`src/core/tx_codec_pkg.sv`:
```
`default_nettype none
package tx_codec_pkg;
  // ----------------------------------------------------------------
  // Register map
  // ----------------------------------------------------------------
  localparam int ADDR_W = 4;
  localparam logic [3:0] CTRL_ADDR = 4'h0;
  localparam logic [3:0] IRQ_STS_ADDR = 4'h4;
  localparam logic [3:0] IRQ_MASK_ADDR = 4'h8;
  localparam logic [3:0] STATE_ADDR = 4'hC;
  localparam int CTRL_ENC_EN = 0;
  localparam int CTRL_SELFTEST = 1;
  localparam int CTRL_RATE = 2;
  localparam int CTRL_PAB_RST = 3;
  localparam int CTRL_REFMODE = 4;
  localparam int CTRL_SPD_LO = 5;
  localparam int CTRL_SPEC_TBL = 7;
  localparam logic [7:0] CTRL_RST = 8'h09;
  localparam int IRQ_PAB_ERR = 0;
  localparam int IRQ_WS_DONE = 1;
  localparam int IRQ_PASS_DONE = 2;
  localparam logic [1:0] SPD_LOW = 2'h0;
  // ----------------------------------------------------------------
  // Character constants and timing
  // ----------------------------------------------------------------
  localparam logic [1:0] CT_DATA = 2'h0;
  localparam logic [1:0] CT_FILL = 2'h1;
  localparam logic [1:0] CT_SPECIAL = 2'h2;
  localparam logic [1:0] CT_SYNC = 2'h3;
  localparam logic [7:0] K28_5 = 8'hBC;
  localparam logic [9:0] VIOL_C07 = 10'h1E7;
  localparam logic [3:0] WS_LAST = 4'hF;
  localparam logic [3:0] BIT_LAST = 4'h9;
  localparam logic [8:0] LFSR_SEED = 9'h1FF;
  localparam logic [7:0] SPEC_TBL0_BASE = 8'h00;
  localparam logic [7:0] SPEC_TBL1_BASE = 8'h20;
  localparam int CLK_HZ = 50000000;
  localparam int BIT_DIV = 2;
  // ----------------------------------------------------------------
  // Carriers
  // ----------------------------------------------------------------
  typedef struct packed {
    logic wr;
    logic rd;
    logic [ADDR_W-1:0] addr;
    logic [31:0] wdata;
  } bus_req_t;
  typedef struct packed {
    logic [1:0] ctl;
    logic [7:0] chr;
  } tx_char_t;
endpackage
`default_nettype wire

```
`src/core/tx_char_path.sv`:
```
`timescale 1ns/1ps
`default_nettype none
module tx_char_path #(
  parameter int BIT_DIV = tx_codec_pkg::BIT_DIV
) (
  input wire logic i_clk,
  input wire logic i_rst,
  input wire tx_codec_pkg::bus_req_t i_bus,
  output logic [31:0] o_rdata,
  input wire tx_codec_pkg::tx_char_t i_tx,
  input wire logic i_pab_fault,
  output logic o_phase_align_error,
  output logic o_ser_data,
  output logic [9:0] o_tx_char,
  output logic o_char_rate_clock_out,
  output logic o_ref_tick,
  output logic o_irq
);
  // ----------------------------------------------------------------
  // State
  // ----------------------------------------------------------------
  typedef struct packed {
    logic [7:0] ctrl;
    logic [2:0] sts;
    logic [2:0] mask;
    logic [31:0] rdata;
    logic [3:0] div;
    logic [3:0] bitcnt;
    logic [9:0] shift;
    logic [9:0] last_char;
    logic ser;
    logic cro;
    logic ref_tick;
    logic half;
    logic pab_err;
    logic ws_active;
    logic [3:0] ws_cnt;
    logic [8:0] lfsr;
    logic pre_done;
  } st_t;
  st_t q, d;

  localparam logic [3:0] DIV_LAST = 4'(BIT_DIV - 1);

  // ----------------------------------------------------------------
  // Special character tables
  // ----------------------------------------------------------------
  // Returns {violation, K byte}; several codes share K28.5
  function automatic logic [8:0] spec_map(input logic [3:0] c);
    case (c)
      4'h8: spec_map = {1'b0, 3'h7, 5'd23};
      4'h9: spec_map = {1'b0, 3'h7, 5'd27};
      4'hA: spec_map = {1'b0, 3'h7, 5'd29};
      4'hB: spec_map = {1'b0, 3'h7, 5'd30};
      4'hC: spec_map = {1'b1, 8'h00};
      4'hD, 4'hE, 4'hF: spec_map = {1'b0, tx_codec_pkg::K28_5};
      default: spec_map = {1'b0, c[2:0], 5'd28};
    endcase
  endfunction

  // Table base chosen by control; codes off the table are violations
  function automatic logic [8:0] spec_lookup(input logic tbl,
                                             input logic [7:0] code);
    logic [7:0] base;
    base = tbl ? tx_codec_pkg::SPEC_TBL1_BASE : tx_codec_pkg::SPEC_TBL0_BASE;
    if (code[7:4] == base[7:4]) begin
      spec_lookup = spec_map(code[3:0]);
    end else begin
      spec_lookup = {1'b1, 8'h00};
    end
  endfunction

  // ----------------------------------------------------------------
  // Encoder
  // ----------------------------------------------------------------
  logic enc_load;
  logic enc_k;
  logic [7:0] enc_data;
  logic [9:0] enc_code;
  logic enc_rd;

  tx_enc8b10b u_enc (
    .i_clk(i_clk),
    .i_rst(i_rst),
    .i_load(enc_load),
    .i_k(enc_k),
    .i_data(enc_data),
    .o_code(enc_code),
    .o_rd_pos(enc_rd)
  );

  // ----------------------------------------------------------------
  // Character selection
  // ----------------------------------------------------------------
  logic bit_en;
  logic char_en;
  logic enc_en;
  logic bist_on;
  logic use_enc;
  logic viol;
  logic raw;
  logic [9:0] raw_char;
  logic ws_start;
  logic ws_end;
  logic lfsr_step;
  logic [8:0] lfsr_nx;
  logic [8:0] spec;

  // Priority: sync in flight, self-test, host sync request, error, host character
  always_comb begin
    enc_en = q.ctrl[tx_codec_pkg::CTRL_ENC_EN];
    bist_on = q.ctrl[tx_codec_pkg::CTRL_SELFTEST];
    use_enc = 1'b1;
    viol = 1'b0;
    raw = 1'b0;
    raw_char = {i_tx.ctl, i_tx.chr};
    enc_k = 1'b1;
    enc_data = tx_codec_pkg::K28_5;
    ws_start = 1'b0;
    ws_end = 1'b0;
    lfsr_step = 1'b0;
    lfsr_nx = {q.lfsr[7:0], q.lfsr[8] ^ q.lfsr[4]};
    spec = spec_lookup(q.ctrl[tx_codec_pkg::CTRL_SPEC_TBL], i_tx.chr);
    if (q.ws_active) begin
      // Inputs are ignored; K28.5 continues to the sixteenth
      ws_end = (q.ws_cnt == tx_codec_pkg::WS_LAST);
    end else if (bist_on) begin
      // Host inputs play no part in self-test
      if (q.ctrl[tx_codec_pkg::CTRL_REFMODE] && !q.pre_done) begin
        ws_start = 1'b1;
      end else if (q.pab_err) begin
        viol = 1'b1;
      end else begin
        lfsr_step = 1'b1;
        if (q.lfsr[8]) begin
          spec = spec_map(q.lfsr[3:0]);
          viol = spec[8];
          enc_data = spec[7:0];
        end else begin
          enc_k = 1'b0;
          enc_data = q.lfsr[7:0];
        end
      end
    end else if (enc_en && i_tx.ctl == tx_codec_pkg::CT_SYNC) begin
      ws_start = 1'b1;
    end else if (q.pab_err) begin
      viol = 1'b1;
    end else if (!enc_en) begin
      raw = 1'b1;
    end else begin
      case (i_tx.ctl)
        tx_codec_pkg::CT_DATA: begin
          enc_k = 1'b0;
          enc_data = i_tx.chr;
        end
        tx_codec_pkg::CT_FILL: begin
          enc_data = tx_codec_pkg::K28_5;
        end
        tx_codec_pkg::CT_SPECIAL: begin
          viol = spec[8];
          enc_data = spec[7:0];
        end
        default: begin
          enc_data = tx_codec_pkg::K28_5;
        end
      endcase
    end
    if (viol || raw) begin
      use_enc = 1'b0;
    end
  end

  // ----------------------------------------------------------------
  // Next state
  // ----------------------------------------------------------------
  logic [9:0] next_char;
  logic [2:0] sts_set;
  always_comb begin
    d = q;
    sts_set = '0;
    // Bit and character enables from the one system clock
    bit_en = (q.div == DIV_LAST);
    d.div = bit_en ? 4'h0 : q.div + 4'h1;
    char_en = bit_en && (q.bitcnt == tx_codec_pkg::BIT_LAST);
    enc_load = char_en && use_enc;
    next_char = viol ? tx_codec_pkg::VIOL_C07 : (raw ? raw_char : enc_code);
    d.cro = char_en;
    d.ref_tick = 1'b0;
    // Serial shifter: bit 0 of each character goes out first
    if (bit_en) begin
      if (char_en) begin
        d.bitcnt = 4'h0;
        d.ser = next_char[0];
        d.shift = {1'b0, next_char[9:1]};
        d.last_char = next_char;
        // Half-rate reference spans two characters
        d.half = ~q.half;
        d.ref_tick = !q.ctrl[tx_codec_pkg::CTRL_RATE] || q.half;
      end else begin
        d.bitcnt = q.bitcnt + 4'h1;
        d.ser = q.shift[0];
        d.shift = {1'b0, q.shift[9:1]};
      end
    end
    // Word sync sequencing, counted in characters sent
    if (char_en) begin
      if (ws_start) begin
        d.ws_active = 1'b1;
        d.ws_cnt = 4'h1;
        if (bist_on) begin
          d.pre_done = 1'b1;
        end else begin
          d.pab_err = 1'b0;
        end
      end else if (q.ws_active) begin
        if (ws_end) begin
          d.ws_active = 1'b0;
          d.ws_cnt = 4'h0;
          sts_set[tx_codec_pkg::IRQ_WS_DONE] = 1'b1;
        end else begin
          d.ws_cnt = q.ws_cnt + 4'h1;
        end
      end
      if (lfsr_step) begin
        d.lfsr = lfsr_nx;
        if (lfsr_nx == tx_codec_pkg::LFSR_SEED) begin
          d.pre_done = 1'b0;
          sts_set[tx_codec_pkg::IRQ_PASS_DONE] = 1'b1;
        end
      end
    end
    // Pattern restarts from the seed whenever self-test is off
    if (!bist_on) begin
      d.lfsr = tx_codec_pkg::LFSR_SEED;
      d.pre_done = 1'b0;
    end
    // Register writes
    d.rdata = 32'h0000_0000;
    if (i_bus.wr) begin
      case (i_bus.addr)
        tx_codec_pkg::CTRL_ADDR: begin
          d.ctrl = i_bus.wdata[7:0];
          if (!i_bus.wdata[tx_codec_pkg::CTRL_PAB_RST]) begin
            d.pab_err = 1'b0;
          end
        end
        tx_codec_pkg::IRQ_STS_ADDR: begin
          d.sts = q.sts & ~i_bus.wdata[2:0];
        end
        tx_codec_pkg::IRQ_MASK_ADDR: begin
          d.mask = i_bus.wdata[2:0];
        end
        default: begin
        end
      endcase
    end
    // Reads answer one cycle later; unmapped reads give zero
    if (i_bus.rd) begin
      case (i_bus.addr)
        tx_codec_pkg::CTRL_ADDR: begin
          d.rdata = {24'h00_0000, q.ctrl};
        end
        tx_codec_pkg::IRQ_STS_ADDR: begin
          d.rdata = {29'h0000_0000, q.sts};
        end
        tx_codec_pkg::IRQ_MASK_ADDR: begin
          d.rdata = {29'h0000_0000, q.mask};
        end
        tx_codec_pkg::STATE_ADDR: begin
          d.rdata = {16'h0000, 4'h0, q.ws_cnt, 2'h0, enc_rd,
                     q.pre_done, q.ws_active, bist_on, q.pab_err,
                     q.ctrl[6:5] == tx_codec_pkg::SPD_LOW
                     && q.ctrl[tx_codec_pkg::CTRL_RATE]};
        end
        default: begin
          d.rdata = 32'h0000_0000;
        end
      endcase
    end
    // Buffer fault latches the error; a fault beats a clear
    if (i_pab_fault) begin
      d.pab_err = 1'b1;
      sts_set[tx_codec_pkg::IRQ_PAB_ERR] = 1'b1;
    end
    d.sts = d.sts | sts_set;
  end

  // ----------------------------------------------------------------
  // Registers
  // ----------------------------------------------------------------
  // Reset clears self-test and leaves the encoder enabled
  always_ff @(posedge i_clk) begin
    if (i_rst) begin
      q <= '0;
      q.ctrl <= tx_codec_pkg::CTRL_RST;
      q.lfsr <= tx_codec_pkg::LFSR_SEED;
    end else begin
      q <= d;
    end
  end

  // ----------------------------------------------------------------
  // Outputs
  // ----------------------------------------------------------------
  assign o_rdata = q.rdata;
  assign o_phase_align_error = q.pab_err;
  assign o_ser_data = q.ser;
  assign o_tx_char = q.last_char;
  assign o_char_rate_clock_out = q.cro;
  assign o_ref_tick = q.ref_tick;
  assign o_irq = |(q.sts & q.mask);
endmodule
`default_nettype wire

```
`src/core/tx_enc8b10b.sv`:
```
`timescale 1ns/1ps
`default_nettype none
module tx_enc8b10b (
  input wire logic i_clk,
  input wire logic i_rst,
  input wire logic i_load,
  input wire logic i_k,
  input wire logic [7:0] i_data,
  output logic [9:0] o_code,
  output logic o_rd_pos
);
  typedef struct packed {
    logic rd;
  } enc_st_t;
  enc_st_t q, d;

  // ----------------------------------------------------------------
  // Code tables, written abcdei / fghj with a leftmost
  // ----------------------------------------------------------------
  function automatic logic [5:0] tbl6(input logic [4:0] x);
    logic [191:0] t;
    t = {6'h2B, 6'h1E, 6'h16, 6'h2E, 6'h0E, 6'h36, 6'h16, 6'h26,
         6'h33, 6'h3A, 6'h1A, 6'h0B, 6'h32, 6'h13, 6'h23, 6'h1B,
         6'h17, 6'h1C, 6'h2C, 6'h0D, 6'h34, 6'h15, 6'h25, 6'h39,
         6'h38, 6'h19, 6'h29, 6'h35, 6'h31, 6'h2D, 6'h1D, 6'h27};
    tbl6 = t[x*6 +: 6];
  endfunction

  function automatic logic [3:0] tbl4(input logic [2:0] y);
    logic [31:0] t;
    t = {4'hE, 4'h6, 4'hA, 4'hD, 4'hC, 4'h5, 4'h9, 4'hB};
    tbl4 = t[y*4 +: 4];
  endfunction

  function automatic int ones(input logic [5:0] v);
    ones = 0;
    for (int i = 0; i < 6; i++) begin
      ones = ones + int'(v[i]);
    end
  endfunction

  // ----------------------------------------------------------------
  // Encode against current disparity; commit on load
  // ----------------------------------------------------------------
  logic [5:0] c6;
  logic [3:0] c4;
  logic rd_mid;
  logic alt7;
  always_comb begin
    d = q;
    c6 = tbl6(i_data[4:0]);
    if (i_k && i_data[4:0] == 5'h1C) begin
      c6 = 6'h0F;
    end
    if (i_data[4:0] == 5'h07) begin
      c6 = q.rd ? 6'h07 : 6'h38;
    end else if (q.rd && ones(c6) != 3) begin
      c6 = ~c6;
    end
    rd_mid = (ones(c6) != 3) ? ~q.rd : q.rd;
    alt7 = i_k || (!rd_mid && (i_data[4:0] == 5'd17 || i_data[4:0] == 5'd18
           || i_data[4:0] == 5'd20)) || (rd_mid && (i_data[4:0] == 5'd11
           || i_data[4:0] == 5'd13 || i_data[4:0] == 5'd14));
    c4 = (i_data[7:5] == 3'h7 && alt7) ? 4'h7 : tbl4(i_data[7:5]);
    // Balanced K groups flip on the opposite sense from data groups
    if (i_k && ones({2'b00, c4}) == 2 && c4 != 4'hC) begin
      if (!rd_mid) begin
        c4 = ~c4;
      end
    end else if (rd_mid && (ones({2'b00, c4}) != 2 || c4 == 4'hC)) begin
      c4 = ~c4;
    end
    if (i_load) begin
      d.rd = (ones({2'b00, c4}) != 2) ? ~rd_mid : rd_mid;
    end
    // Bit 0 carries a so the shifter sends a first
    for (int i = 0; i < 6; i++) begin
      o_code[i] = c6[5-i];
    end
    for (int i = 0; i < 4; i++) begin
      o_code[6+i] = c4[3-i];
    end
  end

  assign o_rd_pos = q.rd;

  // Disparity starts negative
  always_ff @(posedge i_clk) begin
    if (i_rst) begin
      q <= '0;
    end else begin
      q <= d;
    end
  end
endmodule
`default_nettype wire

```
`config.mk`:
```
export PLATFORM = sky130hd
export DESIGN_NAME = tx_char_path
export DESIGN_NICKNAME = d
export VERILOG_FILES = /design/src/core/tx_codec_pkg.sv /design/src/core/tx_char_path.sv /design/src/core/tx_enc8b10b.sv
export SDC_FILE = /design/constraint.sdc
export NUM_CORES = 1
export LEC_CHECK = 0
export BUFFER_PORTS_ARGS = -buffer_cell sky130_fd_sc_hd__buf_2
export CAP_MARGIN = 30
export CORE_MARGIN = 2
export CORE_UTILIZATION = 55
export DETAILED_ROUTE_END_ITERATION = 12
export PLACE_DENSITY = 0.79
export SYNTH_ARGS = -nofsm -noshare
export SYNTH_HDL_FRONTEND = slang
export SYNTH_HIERARCHICAL = 1
export SYNTH_SLANG_ARGS = --single-unit
```
`constraint.sdc`:
```
create_clock -name i_clk -period 30.4 [get_ports i_clk]
set_input_delay 4.56 -clock i_clk [delete_from_list [all_inputs] [get_ports i_clk]]
set_output_delay 4.56 -clock i_clk [all_outputs]
set_load 0.05 [all_outputs]
```
; Word-level counts from Yosys, hierarchy flattened
; Cells that the tools add are included.
[word_totals]
ff_bits = 95
latch_bits = 0
ram_bits = 0
romBits = 0
in_bits = 51
wordCells = 223
memories = 0
[op_classes]
add_sub_neg = 19
n_mul = 1
div_mod_pow = 0
order_cmp = 0
n_eq_ne = 42
shifts = 2
n_mux = 86
bitwise = 14
reduce_logical = 41
[ops]
columns = cell, n
row1 = $add 32x2->32, 12
row2 = $shiftx 192x9->6 const A, 1
row3 = $ne 32x3->1 const B, 4
row4 = $pmux 9 s6, 2
row5 = $eq 4x4->1 const B, 21
row6 = $mux 8, 8
row7 = $mux 1, 52
row8 = $pmux 12 s4, 1
row9 = $mux 6, 6
row10 = $eq 32x3->1 const B, 1
row11 = $shiftx 32x6->4 const A, 1
row12 = $mux 10, 3
row13 = $eq 5x5->1 const B, 4
row14 = $mux 4, 5
row15 = $mux 16, 1
row16 = $pmux 8 s2, 1
row17 = $eq 5x4->1 const B, 3
row18 = $mux 14, 1
row19 = $logic_and 1x1->1, 13
row20 = $add 4x1->4 const B, 3
row21 = $reduce_or 3->1, 4
row22 = $mux 5, 2
row23 = $reduce_and 2->1, 5
row24 = $eq 9x9->1 const B, 1
row25 = 25 further kinds, 50

; Depth between registers and ports, before layout
; Gate-level depths: netlist (run 1).
[logic_depth]
depth_word = 48
depth_mapped = 50
depth_no_buf = 48

; By module
; Netlist (run 1), hierarchy kept.
[modules_own_cells]
columns = mod, instances, cells_per_inst, area_each_um2
row1 = tx_char_path, 1, 478, 3988.8
row2 = tx_enc8b10b, 1, 176, 1338.8

; Worst setup path after synthesis (run 1)
; OpenSTA, ideal clock, no wires.
[synth_path]
path_kind = in2reg
startpoint = in i_tx[4] (netlist name)
endpoint = reg u_enc.q (netlist: u_enc/o_rd_pos)
setup_time_ns = 0.115
arrival_ns = 15.496
required_time_ns = 30.285
path_slack_ns = 14.789
cell_stages = 48
n_path_buf = 3
cell_sequence = or3_1 nor2_1 nand4_1 o21ai_0 inv_1 ha_1 and3_1 and3_1 buf_2 or2_2 fa_1 fa_1 ha_1 inv_1 fa_1 nand3b_1 and2_1 buf_1 (+12 left out) a21o_1 fa_1 inv_1 ha_1 ha_1 nand2_1 nor3_1 or3_1 clkbuf_1 a311oi_2 a31oi_1 fa_1 ha_1 ha_1 and3_1 o21ai_0 xnor2_1 nor2_1
[synth_between]
elab_chain_len = 46
word_cells_on_any_way = 80
classes_between = add/sub (16) / mul (1) / eq/ne (17) / shift (2) / mux (23) / bitwise (3) / reduce/logical (18)
[synth_lines]
columns = item, line_no
row1 = from (decl), tx_char_path.sv:10  ; input wire tx_codec_pkg::tx_char_t i_tx,
row2 = $eq 4x2->1 (*), tx_char_path.sv:66  ; if (code[7:4] == base[7:4]) begin
row3 = $mux 9 (*), tx_char_path.sv:66
row4 = $pmux 8 s2 (*), tx_char_path.sv:151  ; case (i_tx.ctl)
row5 = $mux 8 (*), tx_char_path.sv:148  ; end else if (!enc_en) begin
row6 = $mux 8 (*), tx_char_path.sv:146  ; end else if (q.pab_err) begin
row7 = $mux 8 (*), tx_char_path.sv:144  ; end else if (enc_en && i_tx.ctl == tx_codec_pkg::CT_SYNC) begin
row8 = $mux 8 (*), tx_char_path.sv:127  ; end else if (bist_on) begin
row9 = $mux 8 (*), tx_char_path.sv:124  ; if (q.ws_active) begin
row10 = via enc_data[0], tx_char_path.sv:78  ; logic [7:0] enc_data;
row11 = (+12 left out), n/a
row12 = via enc_code[4], tx_char_path.sv:79  ; logic [9:0] enc_code;
row13 = (+18 left out), n/a
row14 = $logic_and 1x1->1, tx_enc8b10b.sv:70  ; end else if (rd_mid && (ones({2'b00, c4}) != 2 || c4 == 4'hC)) begin
row15 = $mux 4, tx_enc8b10b.sv:70
row16 = $mux 4 (*), tx_enc8b10b.sv:66  ; if (i_k && ones({2'b00, c4}) == 2 && c4 != 4'hC) begin
row17 = via enc_code[9], tx_char_path.sv:79
row18 = $add 1x1->2 (*), tx_enc8b10b.sv:38  ; ones = ones + int'(v[i]);
row19 = $add 32x2->32 (*) (2 in series), tx_enc8b10b.sv:38
row20 = $ne 32x3->1 (*), tx_enc8b10b.sv:74  ; d.rd = (ones({2'b00, c4}) != 2) ? ~rd_mid : rd_mid;
row21 = $mux 1 (*), tx_enc8b10b.sv:74
row22 = to (signal assigned), tx_enc8b10b.sv:90  ; q <= '0;
row23 = to (signal assigned), tx_enc8b10b.sv:92  ; q <= d;
row24 = to (decl), tx_enc8b10b.sv:15  ; enc_st_t q, d;
; The timed path passes the listed nets; every way through them passes the cells marked *.
; A chain may end at the register's enable or synchronous reset.

; Worst setup path in the final report (run 1)
[layout_path]
startpoint = in i_tx[4] (netlist name)
endpoint = reg u_enc.q (netlist: u_enc/o_rd_pos)
[layout_between]
word_cells_on_any_way = 80
classes_between = add/sub (16) / mul (1) / eq/ne (17) / shift (2) / mux (23) / bitwise (3) / reduce/logical (18)
[layout_rtl]
columns = item, line_no
row1 = $eq 4x2->1 (*), tx_char_path.sv:66
row2 = $mux 9 (*), tx_char_path.sv:66
row3 = $pmux 8 s2 (*), tx_char_path.sv:151
row4 = $mux 8 (*), tx_char_path.sv:148
row5 = $mux 8 (*), tx_char_path.sv:146
row6 = $mux 8 (*), tx_char_path.sv:144
row7 = $mux 8 (*), tx_char_path.sv:127
row8 = $mux 8 (*), tx_char_path.sv:124
row9 = via enc_data[0], tx_char_path.sv:78
row10 = (+12 left out), n/a
row11 = via enc_code[2], tx_char_path.sv:79
row12 = (+16 left out), n/a
row13 = $logic_and 1x1->1, tx_enc8b10b.sv:70
row14 = $mux 4, tx_enc8b10b.sv:70
row15 = $mux 4 (*), tx_enc8b10b.sv:66
row16 = via enc_code[9], tx_char_path.sv:79
row17 = $add 1x1->2 (*), tx_enc8b10b.sv:38
row18 = $add 32x2->32 (*) (2 in series), tx_enc8b10b.sv:38
row19 = $ne 32x3->1 (*), tx_enc8b10b.sv:74
row20 = $mux 1 (*), tx_enc8b10b.sv:74
; Marks and branches as above.

==> flow_metrics.py, run 1 <==
metrics = {
    "die": {
        "fp.coreArea_mm2": 0.00933,
        "rows": 35,
        "die_w_um": 102,
        "die_height_um": 102,
        "die_area_mm2": 0.0105,
        "start_util": 0.571,
        "boundaryPins": 98,
    },
    "cells_and_area": {
        "drive_above_1_share": 0.143,
        "antenna_cells": 0,
        "finalNonFillerCells": 792,
        "final_common_cell": "dfxtp_1",
        "final_cell_mix": "dfxtp_1 (74), buf_2 (53), nor2_1 (44)",
        "area_growth_pct": 5.12,
        "post-route-util": 0.600,
        "finalNetCount": 740,
        "fill_cells": 833,
    },
    "clock_tree": {
        "clk-insertion-delay-late_ns": 0.36,
        "hold_buffers": 0,
        "htree_levels": 3,
        "cts_sinks": 74,
        "cts_root_buffer": "clkbuf_8",
        "clkTransAtPathRegs_ns": 0.09,
        "cts_tree": "done",
        "ctsResizeCount": 0,
        "numCtsBuffers": 9,
        "cts_setup_buffers": 0,
        "clockBufferDepth": 2,
    },
    "critical_path": {
        "worst_ep_required_time_ns": 30.62,
        "crit_path_start_kind": "primary input",
        "worst_setup_path_end_kind": "flop",
        "crit_path_top_delay_cell": "o21ai_0",
        "crit_type": "primary input to flop",
        "cpPeakStageDelay_ns": 0.60,
        "timing.critical_path.mode_cell": "fa_1",
        "crit_fanout": 6,
        "arrival_ns": 16.67,
    },
    "timing": {
        "skew_ns": 0.0157,
        "setup_viol": 0,
        "min_period_over_period": 0.541,
        "period_minus_slack_ns": 16.45,
        "whs_ns": 0.474,
        "slew_headroom": 0.325,
        "tightest_slew_ns": 0.998,
        "clock.fmax_mhz": 60.8,
        "rsz0062_at_grt": "false",
        "drv_slew": 0,
        "tns_ns": 0,
        "final_hold_viol_count": 0,
    },
    "detailed_routing": {
        "remaining_drc_errors": 0,
        "viasPerCell": 6.04,
        "routedWlPerCell_um": 15.6,
        "first_pass_iters": 5,
        "routed_wl_mm": 12.4,
        "dr_total_vias": 4783,
        "drt_iter0_drc": 368,
        "antenna_left": 0,
    },
    "synthesis": {
        "yosys_warnings": 6,
        "synth_seq_cells": 74,
        "synth_area_mm2": 0.00533,
        "yosysSeqAreaShare": 0.278,
        "syn_inst": 654,
        "synthFlopType": "dfxtp_1",
        "synthArstFlopShare": 0,
        "synth.distinct_cells": 77,
        "synth_edf_count": 0,
        "syn_avg_cell_area_um2": 8.15,
    },
    "placement": {
        "hpwl_mm": 9.21,
        "dp.cells": 775,
        "portBuffers": 53,
        "place.gp.congestion": 0.876,
    },
    "grt": {
        "antenna_found_initial": 0,
        "grt_pass1_wl_mm": 20.5,
        "track_usage": 0.243,
        "grt_max_degree": 59,
        "grt_pass1_vias": 4408,
        "grt-ovfl-total": 0,
    },
    "pwr": {
        "p_per_area_mw_per_mm2": 50.3,
        "p_leak_nw": 2.23,
        "ir_worst_vdd_v": 0.0000251,
        "finalPower_mw": 0.282,
    },
    "flow_run": {
        "drv_cap": 0,
    },
    "min_path": {
        "hp-class": "flop to flop",
    },
    "outcome": {
        "status": "finished, final reports clean",
    },
}
==> final cells by class <==
type,count,area (um2),share of cell area
repair buffers,61,323,0.0576
multi-input cells,481,3280,0.585
clock buffers,10,128,0.0228
inverters,31,116,0.0208
flip-flops and latches,74,1480,0.265
well taps,129,161,0.0288
clock inverters,6,113,0.0201
==> registers in the layout (all words and copies together) (netlist names) <==
signal	count
u_enc/o_rd_pos	1
o_phase_align_error	1
o_char_rate_clock_out	1
bist_on	1
o_ref_tick	1
enc_en	1
o_tx_char	10
o_rdata	12
lfsr_nx	8
o_ser_data	1
q	37
==> cells by family after synthesis <==
group / Yosys count / share of synthesized area
buf+inv: 118 / 0.121
flops: 74 / 0.278
simple gates: 224 / 0.227
other cells: 1 / 0.000704
xor+xnor: 10 / 0.0164
fa+ha+maj: 31 / 0.0841
compound gates: 175 / 0.228
mux: 21 / 0.0453
==> path summary, 6_finish.rpt <==
kind / from / endpoint / slack, ns / cells past startpoint
worst max-delay path: i_tx[4] / u_enc/o_rd_pos / 13.95 / 48
worst min-delay path: q[89] / q[89] / 0.47 / 1
worst max register to register: bist_on / u_enc/o_rd_pos / 17.65 / 47
worst min register to register: q[89] / q[89] / 0.47 / 1
==> synth_stat cells, types with 3 or more instances <==
cell type   n  share of area
dfxtp_1    74           0.28
buf_4      44          0.062
nor2_1     44          0.031
nand3_1    40          0.038
nand2_1    38          0.027
a21oi_1    37          0.035
inv_1      31          0.022
o21ai_0    29          0.027
clkbuf_1   24          0.017
ha_1       23          0.054
a22oi_1    19          0.027
nor2b_1    16          0.019
a311oi_1   14          0.023
mux2i_1    14          0.026
and3_1     13          0.015
nand2b_1   13          0.015
buf_2      12          0.011
a31oi_1    10          0.012
nor3_1     10         0.0094
fa_1        8          0.030
xnor2_1     8          0.013
a211o_1     7          0.012
a221oi_1    7          0.012
nand3b_1    7         0.0099
a21o_1      6         0.0085
and2_1      5         0.0059
mux2_2      5          0.011
nor4_1      5         0.0059
o31ai_1     5         0.0070
or3_1       5         0.0059
a211oi_1    4         0.0056
buf_1       4         0.0028
nand4_1     4         0.0047
nor3b_1     4         0.0056
nor4b_1     4         0.0066
o311ai_0    4         0.0066
a2bb2oi_1   3         0.0049
buf_6       3         0.0063
o211ai_1    3         0.0042
o21ai_1     3         0.0028
o311ai_1    3         0.0049
==> power breakdown <==
group	internal (mW)	switching (mW)	total [mW]	leakage, nW
combinational	0.0338	0.0552	0.0889	1.51
sequential	0.0984	0.00179	0.100	0.598
clock	0.0548	0.0379	0.0927	0.121
==> worst max-delay path, delay by kind of cell <==
kind	cells	cell delay [ns]
buffers and inverters	7	0.62
AO/OA/AOI/OAI	9	2.62
multiplexers	2	0.57
XOR/XNOR	2	0.46
AND/OR/NAND/NOR	13	2.48
adder cells (fa/ha/maj)	15	5.36
==> routing by layer <==
layer  GRT usage  wire length [um]
met4      0.0810               190
met2       0.390              5960
met5           0                 0
met3      0.0479               643
met1       0.328              5590
==> through the flow <==
stage | area, um2 | setup slack [ns]
final | 5600 | 13.95
after global placement | 5360 | 13.85
after global routing | 5600 | 13.15
after CTS | 5600 | 14.00
after detailed placement | 5360 | 13.65
after floorplan | 5400 | 14.79
Power figures use the tool's default switching activity.
==> run 2: changes to the inputs <==
Settings changed: CORE_UTILIZATION 55 to 51, PLACE_DENSITY 0.79 to 0.77.
Clock period 30.4 ns to 13.6 ns, I/O delays scaled along.
==> flow_metrics.py, run 2 (same netlist as run 1, synthesis figures left out) <==
metrics = {
    "outcome": {
        "status": "finished, final reports clean",
    },
    "timing": {
        "final_hold_viol_count": 0,
        "min_period_over_period": 0.967,
        "whs_ns": 0.479,
        "slew_headroom": 0.341,
        "period_minus_slack_ns": 13.14,
        "drv_slew": 0,
        "setup_viol": 0,
        "tightest_slew_ns": 0.988,
        "skew_ns": 0.0135,
        "setup_ws_ns": 0.456,
        "tns_ns": 0,
        "clock.fmax_mhz": 76.1,
    },
    "critical_path": {
        "worst_setup_path_end_kind": "flop",
        "r2r_cells": 48,
        "timing.critical_path.mode_cell": "fa_1",
        "crit_fanout": 6,
        "crit_path_start_kind": "primary input",
        "r2r_slack_ns": 1.55,
        "r2r-end": "u_enc/o_rd_pos",
        "rr_startpoint": "bist_on",
        "worst_ep_required_time_ns": 13.81,
        "crit_path_top_delay_cell": "fa_1",
        "arrival_ns": 13.36,
        "cpPeakStageDelay_ns": 0.54,
        "crit_type": "primary input to flop",
    },
    "detailed_routing": {
        "drt_iter0_drc": 507,
        "viasPerCell": 5.97,
        "routedWlPerCell_um": 15.6,
        "remaining_drc_errors": 0,
        "routed_wl_mm": 12.6,
        "dr_total_vias": 4834,
        "first_pass_iters": 5,
        "antenna_left": 0,
    },
    "grt": {
        "track_usage": 0.217,
        "grt_pass1_vias": 4267,
        "grt_max_degree": 59,
        "antenna_found_initial": 1,
        "grt-ovfl-total": 0,
        "grt_pass1_wl_mm": 20.2,
    },
    "clock_tree": {
        "clockBufferDepth": 2,
        "hold_buffers": 0,
        "numCtsBuffers": 9,
        "cts_sinks": 74,
        "clk-insertion-delay-late_ns": 0.35,
        "cts_root_buffer": "clkbuf_8",
        "htree_levels": 3,
        "clkTransAtPathRegs_ns": 0.09,
        "cts_tree": "done",
    },
    "pwr": {
        "p_leak_nw": 2.27,
        "p_comb_frac": 0.357,
        "switching_share": 0.358,
        "clkPwrFrac": 0.277,
        "p_int_mw": 0.393,
        "p_sw_mw": 0.219,
        "ir_worst_vdd_v": 0.0000438,
        "p_seq_frac": 0.366,
        "p_per_area_mw_per_mm2": 107,
    },
    "placement": {
        "dp.cells": 791,
        "hpwl_mm": 9.29,
        "portBuffers": 53,
        "place.gp.congestion": 0.883,
        "dpl_cell_area_mm2": 0.00543,
        "post-place-ws_ns": -0.169,
    },
    "min_path": {
        "hold_depth": 2,
        "holdCritStartpoint": "q[81]",
        "min_to": "q[81]",
        "hp-class": "flop to flop",
    },
    "die": {
        "die_area_mm2": 0.0113,
        "die_height_um": 106,
        "start_util": 0.521,
        "rows": 37,
        "fp.coreArea_mm2": 0.0102,
        "die_w_um": 106,
        "boundaryPins": 98,
    },
    "cells_and_area": {
        "design_area_mm2": 0.00571,
        "finalNonFillerCells": 810,
        "drive_above_1_share": 0.175,
        "final_cell_mix": "dfxtp_1 (74), buf_2 (53), nor2_1 (43)",
        "largest_register_ffs": 37,
        "finalNetCount": 750,
        "final_common_cell": "dfxtp_1",
        "area_growth_pct": 7.21,
        "regMostFlops": "q",
    },
    "flow_run": {
        "drv_cap": 0,
    },
}
-- run 2: critical path: cells and delay by family --
kind / cells / cell delay (ns)
and+or+nand+nor: 13 / 2.25
buffers and inverters: 8 / 0.63
AOI/OAI and AO/OA: 9 / 2.01
xor gates and xnor gates: 2 / 0.36
adders and majority gates: 15 / 5.46
muxes: 2 / 0.59
-- run 2: area by class of cell --
type / instances / area, um2
Sequential cell: 74 / 1480
Inverter: 31 / 116
Tap cell: 136 / 170
Antenna cell: 1 / 2.50
Clock buffer: 10 / 128
Clock inverter: 6 / 65.1
Timing Repair Buffer: 71 / 398
Fill cell: 941 / 4520
Multi-Input combinational cell: 481 / 3350
-- run 2: repair_timing --
action / CTS / global route
gates resized for setup: 0 / 18
setup buffers: 0 / 1
endpoints found under the setup margin: 0 / 1
-- run 2: worst max-delay path by stage --
| stage | from | endpoint | slack, ns | cells after the start |
|---|---|---|---|---|
| after floorplan | i_tx[4] | u_enc/o_rd_pos | 0.51 | 48 |
| after global placement | i_tx[4] | u_enc/o_rd_pos | 0.18 | 48 |
| after detailed placement | i_tx[4] | u_enc/o_rd_pos | -0.17 | 48 |
| after CTS | i_tx[4] | u_enc/o_rd_pos | 0.19 | 48 |
| after global routing | i_tx[4] | u_enc/o_rd_pos | -0.08 | 49 |
| final | i_tx[4] | u_enc/o_rd_pos | 0.46 | 49 |
-- run 2: through the flow --
stage,total power [mW],util
after global routing,0.649,0.558
after floorplan,0.387,-
after CTS,0.599,0.550
after detailed placement,0.430,0.531
after global placement,0.418,0.531
final,0.612,0.558
-- run 2: power by group through the flow --
stage / Clock (mW) / Combinational [mW] / Sequential (mW)
4_1_cts: 0.172 / 0.203 / 0.224
5_1_grt: 0.181 / 0.244 / 0.224
3_5_place_dp: 0 / 0.201 / 0.229
3_3_place_gp: 0 / 0.190 / 0.229
2_1_floorplan: 0 / 0.159 / 0.228
6_report: 0.169 / 0.219 / 0.224
-- run 2: per-layer routing --
| layer | track usage | routed length [um] | vias to the layer above |
|---|---|---|---|
| li1 | - | - | 2351 |
| met1 | 0.288 | 5540 | 2318 |
| met2 | 0.355 | 6190 | 137 |
| met3 | 0.0392 | 605 | 28 |
| met4 | 0.0742 | 285 | 0 |
| met5 | 0 | 0 | - |
==> run 3: changes to the inputs <==
Settings changed: RECOVER_POWER set to 50.
==> flow_metrics.py, run 3 (same netlist as run 1, synthesis figures left out) <==
metrics = {
    "outcome": {
        "status": "finished, final reports clean",
    },
    "cells_and_area": {
        "design_area_mm2": 0.00571,
        "area_growth_pct": 7.19,
        "final_common_cell": "dfxtp_1",
        "regMostFlops": "q",
        "finalNetCount": 750,
        "finalNonFillerCells": 810,
        "largest_register_ffs": 37,
        "final_cell_mix": "dfxtp_1 (74), buf_2 (53), nor2_1 (43)",
        "drive_above_1_share": 0.174,
    },
    "detailed_routing": {
        "drt_iter0_drc": 509,
        "antenna_left": 0,
        "remaining_drc_errors": 0,
        "first_pass_iters": 5,
        "viasPerCell": 5.96,
        "routedWlPerCell_um": 15.6,
        "routed_wl_mm": 12.6,
        "dr_total_vias": 4824,
    },
    "timing": {
        "tightest_slew_ns": 0.983,
        "slew_headroom": 0.345,
        "min_period_over_period": 0.967,
        "whs_ns": 0.479,
        "tns_ns": 0,
        "setup_viol": 0,
        "skew_ns": 0.0145,
        "clock.fmax_mhz": 76.1,
        "final_hold_viol_count": 0,
        "period_minus_slack_ns": 13.15,
        "drv_slew": 0,
    },
    "clock_tree": {
        "cts_sinks": 74,
        "numCtsBuffers": 9,
        "htree_levels": 3,
        "clk-insertion-delay-late_ns": 0.35,
        "clockBufferDepth": 2,
        "cts_tree": "done",
        "hold_buffers": 0,
        "clkTransAtPathRegs_ns": 0.09,
        "cts_root_buffer": "clkbuf_8",
    },
    "die": {
        "fp.coreArea_mm2": 0.0102,
        "rows": 37,
        "die_height_um": 106,
        "die_w_um": 106,
        "die_area_mm2": 0.0113,
        "boundaryPins": 98,
        "start_util": 0.521,
    },
    "pwr": {
        "finalPower_mw": 0.612,
        "ir_worst_vdd_v": 0.0000438,
        "p_leak_nw": 2.27,
        "p_per_area_mw_per_mm2": 107,
    },
    "grt": {
        "grt_pass1_vias": 4267,
        "grt_pass1_wl_mm": 20.2,
        "track_usage": 0.217,
        "antenna_found_initial": 1,
        "grt_max_degree": 59,
        "grt-ovfl-total": 0,
    },
    "critical_path": {
        "crit_type": "primary input to flop",
        "arrival_ns": 13.36,
        "crit_fanout": 6,
        "worst_setup_path_end_kind": "flop",
        "worst_ep_required_time_ns": 13.81,
        "cpLargestDelayFamily": "adder cells",
        "crit_path_top_delay_cell": "fa_1",
        "worst-path-buf-inv": 8,
        "timing.critical_path.mode_cell": "fa_1",
        "crit_path_start_kind": "primary input",
        "rr_startpoint": "bist_on",
        "startpoint": "i_tx[4]",
        "cpPeakStageDelay_ns": 0.54,
    },
    "placement": {
        "dpl_cell_area_mm2": 0.00543,
        "place.gp.congestion": 0.883,
        "hpwl_mm": 9.29,
        "dp.cells": 791,
        "portBuffers": 53,
    },
    "min_path": {
        "hp-class": "flop to flop",
        "holdCritStartpoint": "q[89]",
    },
    "flow_run": {
        "drv_cap": 0,
    },
}
## run 3: cell types whose count changed in the layout (fill, tap and decap cells not counted)
| cell | before | now |
|---|---|---|
| clkbuf_1 | 1 | 2 |
| clkbuf_2 | 1 | 0 |
## run 3: repair_timing
action                     in CTS  in global routing
setup endpoints to repair       0                  1
setup buffers                   0                  1
gates resized for setup         0                 18
## run 3: metrics by stage
stage	util	worst slack [ns]
2_1_floorplan	-	0.509
3_3_place_gp	0.531	0.179
3_5_place_dp	0.531	-0.169
4_1_cts	0.550	0.192
5_1_grt	0.558	-0.0792
6_report	0.558	0.452
## run 3: report_power, final
part / switching (mW) / total [mW] / internal [mW]
registers: 0.00384 / 0.224 / 0.220
clock network: 0.0839 / 0.169 / 0.0851
logic: 0.131 / 0.219 / 0.0877
total: 0.219 / 0.612 / 0.393
## run 3: area by class of cell
class                   instances  area, um2
clock buffers                  10        128
fillers                       942       4520
repair buffers                 71        397
flip-flops and latches         74       1480
multi-input cells             481       3350
inverters                      31        116
diodes                          1       2.50
well taps                     136        170
clock inverters                 6       65.1
## run 3: path summary, 6_finish.rpt
check        slack (ns)  depth (start not counted)        endpoint
max                0.45                         49  u_enc/o_rd_pos
min                0.48                          1           q[89]
max reg2reg        1.55                         48  u_enc/o_rd_pos
min reg2reg        0.48                          1           q[89]
## run 3: routing by layer
layer  track usage  share of wire  up-vias
met5             0              0        -
met1         0.288           0.44     2313
met4        0.0742          0.022        0
met2         0.355           0.49      131
met3        0.0392          0.051       28
li1              -              -     2352
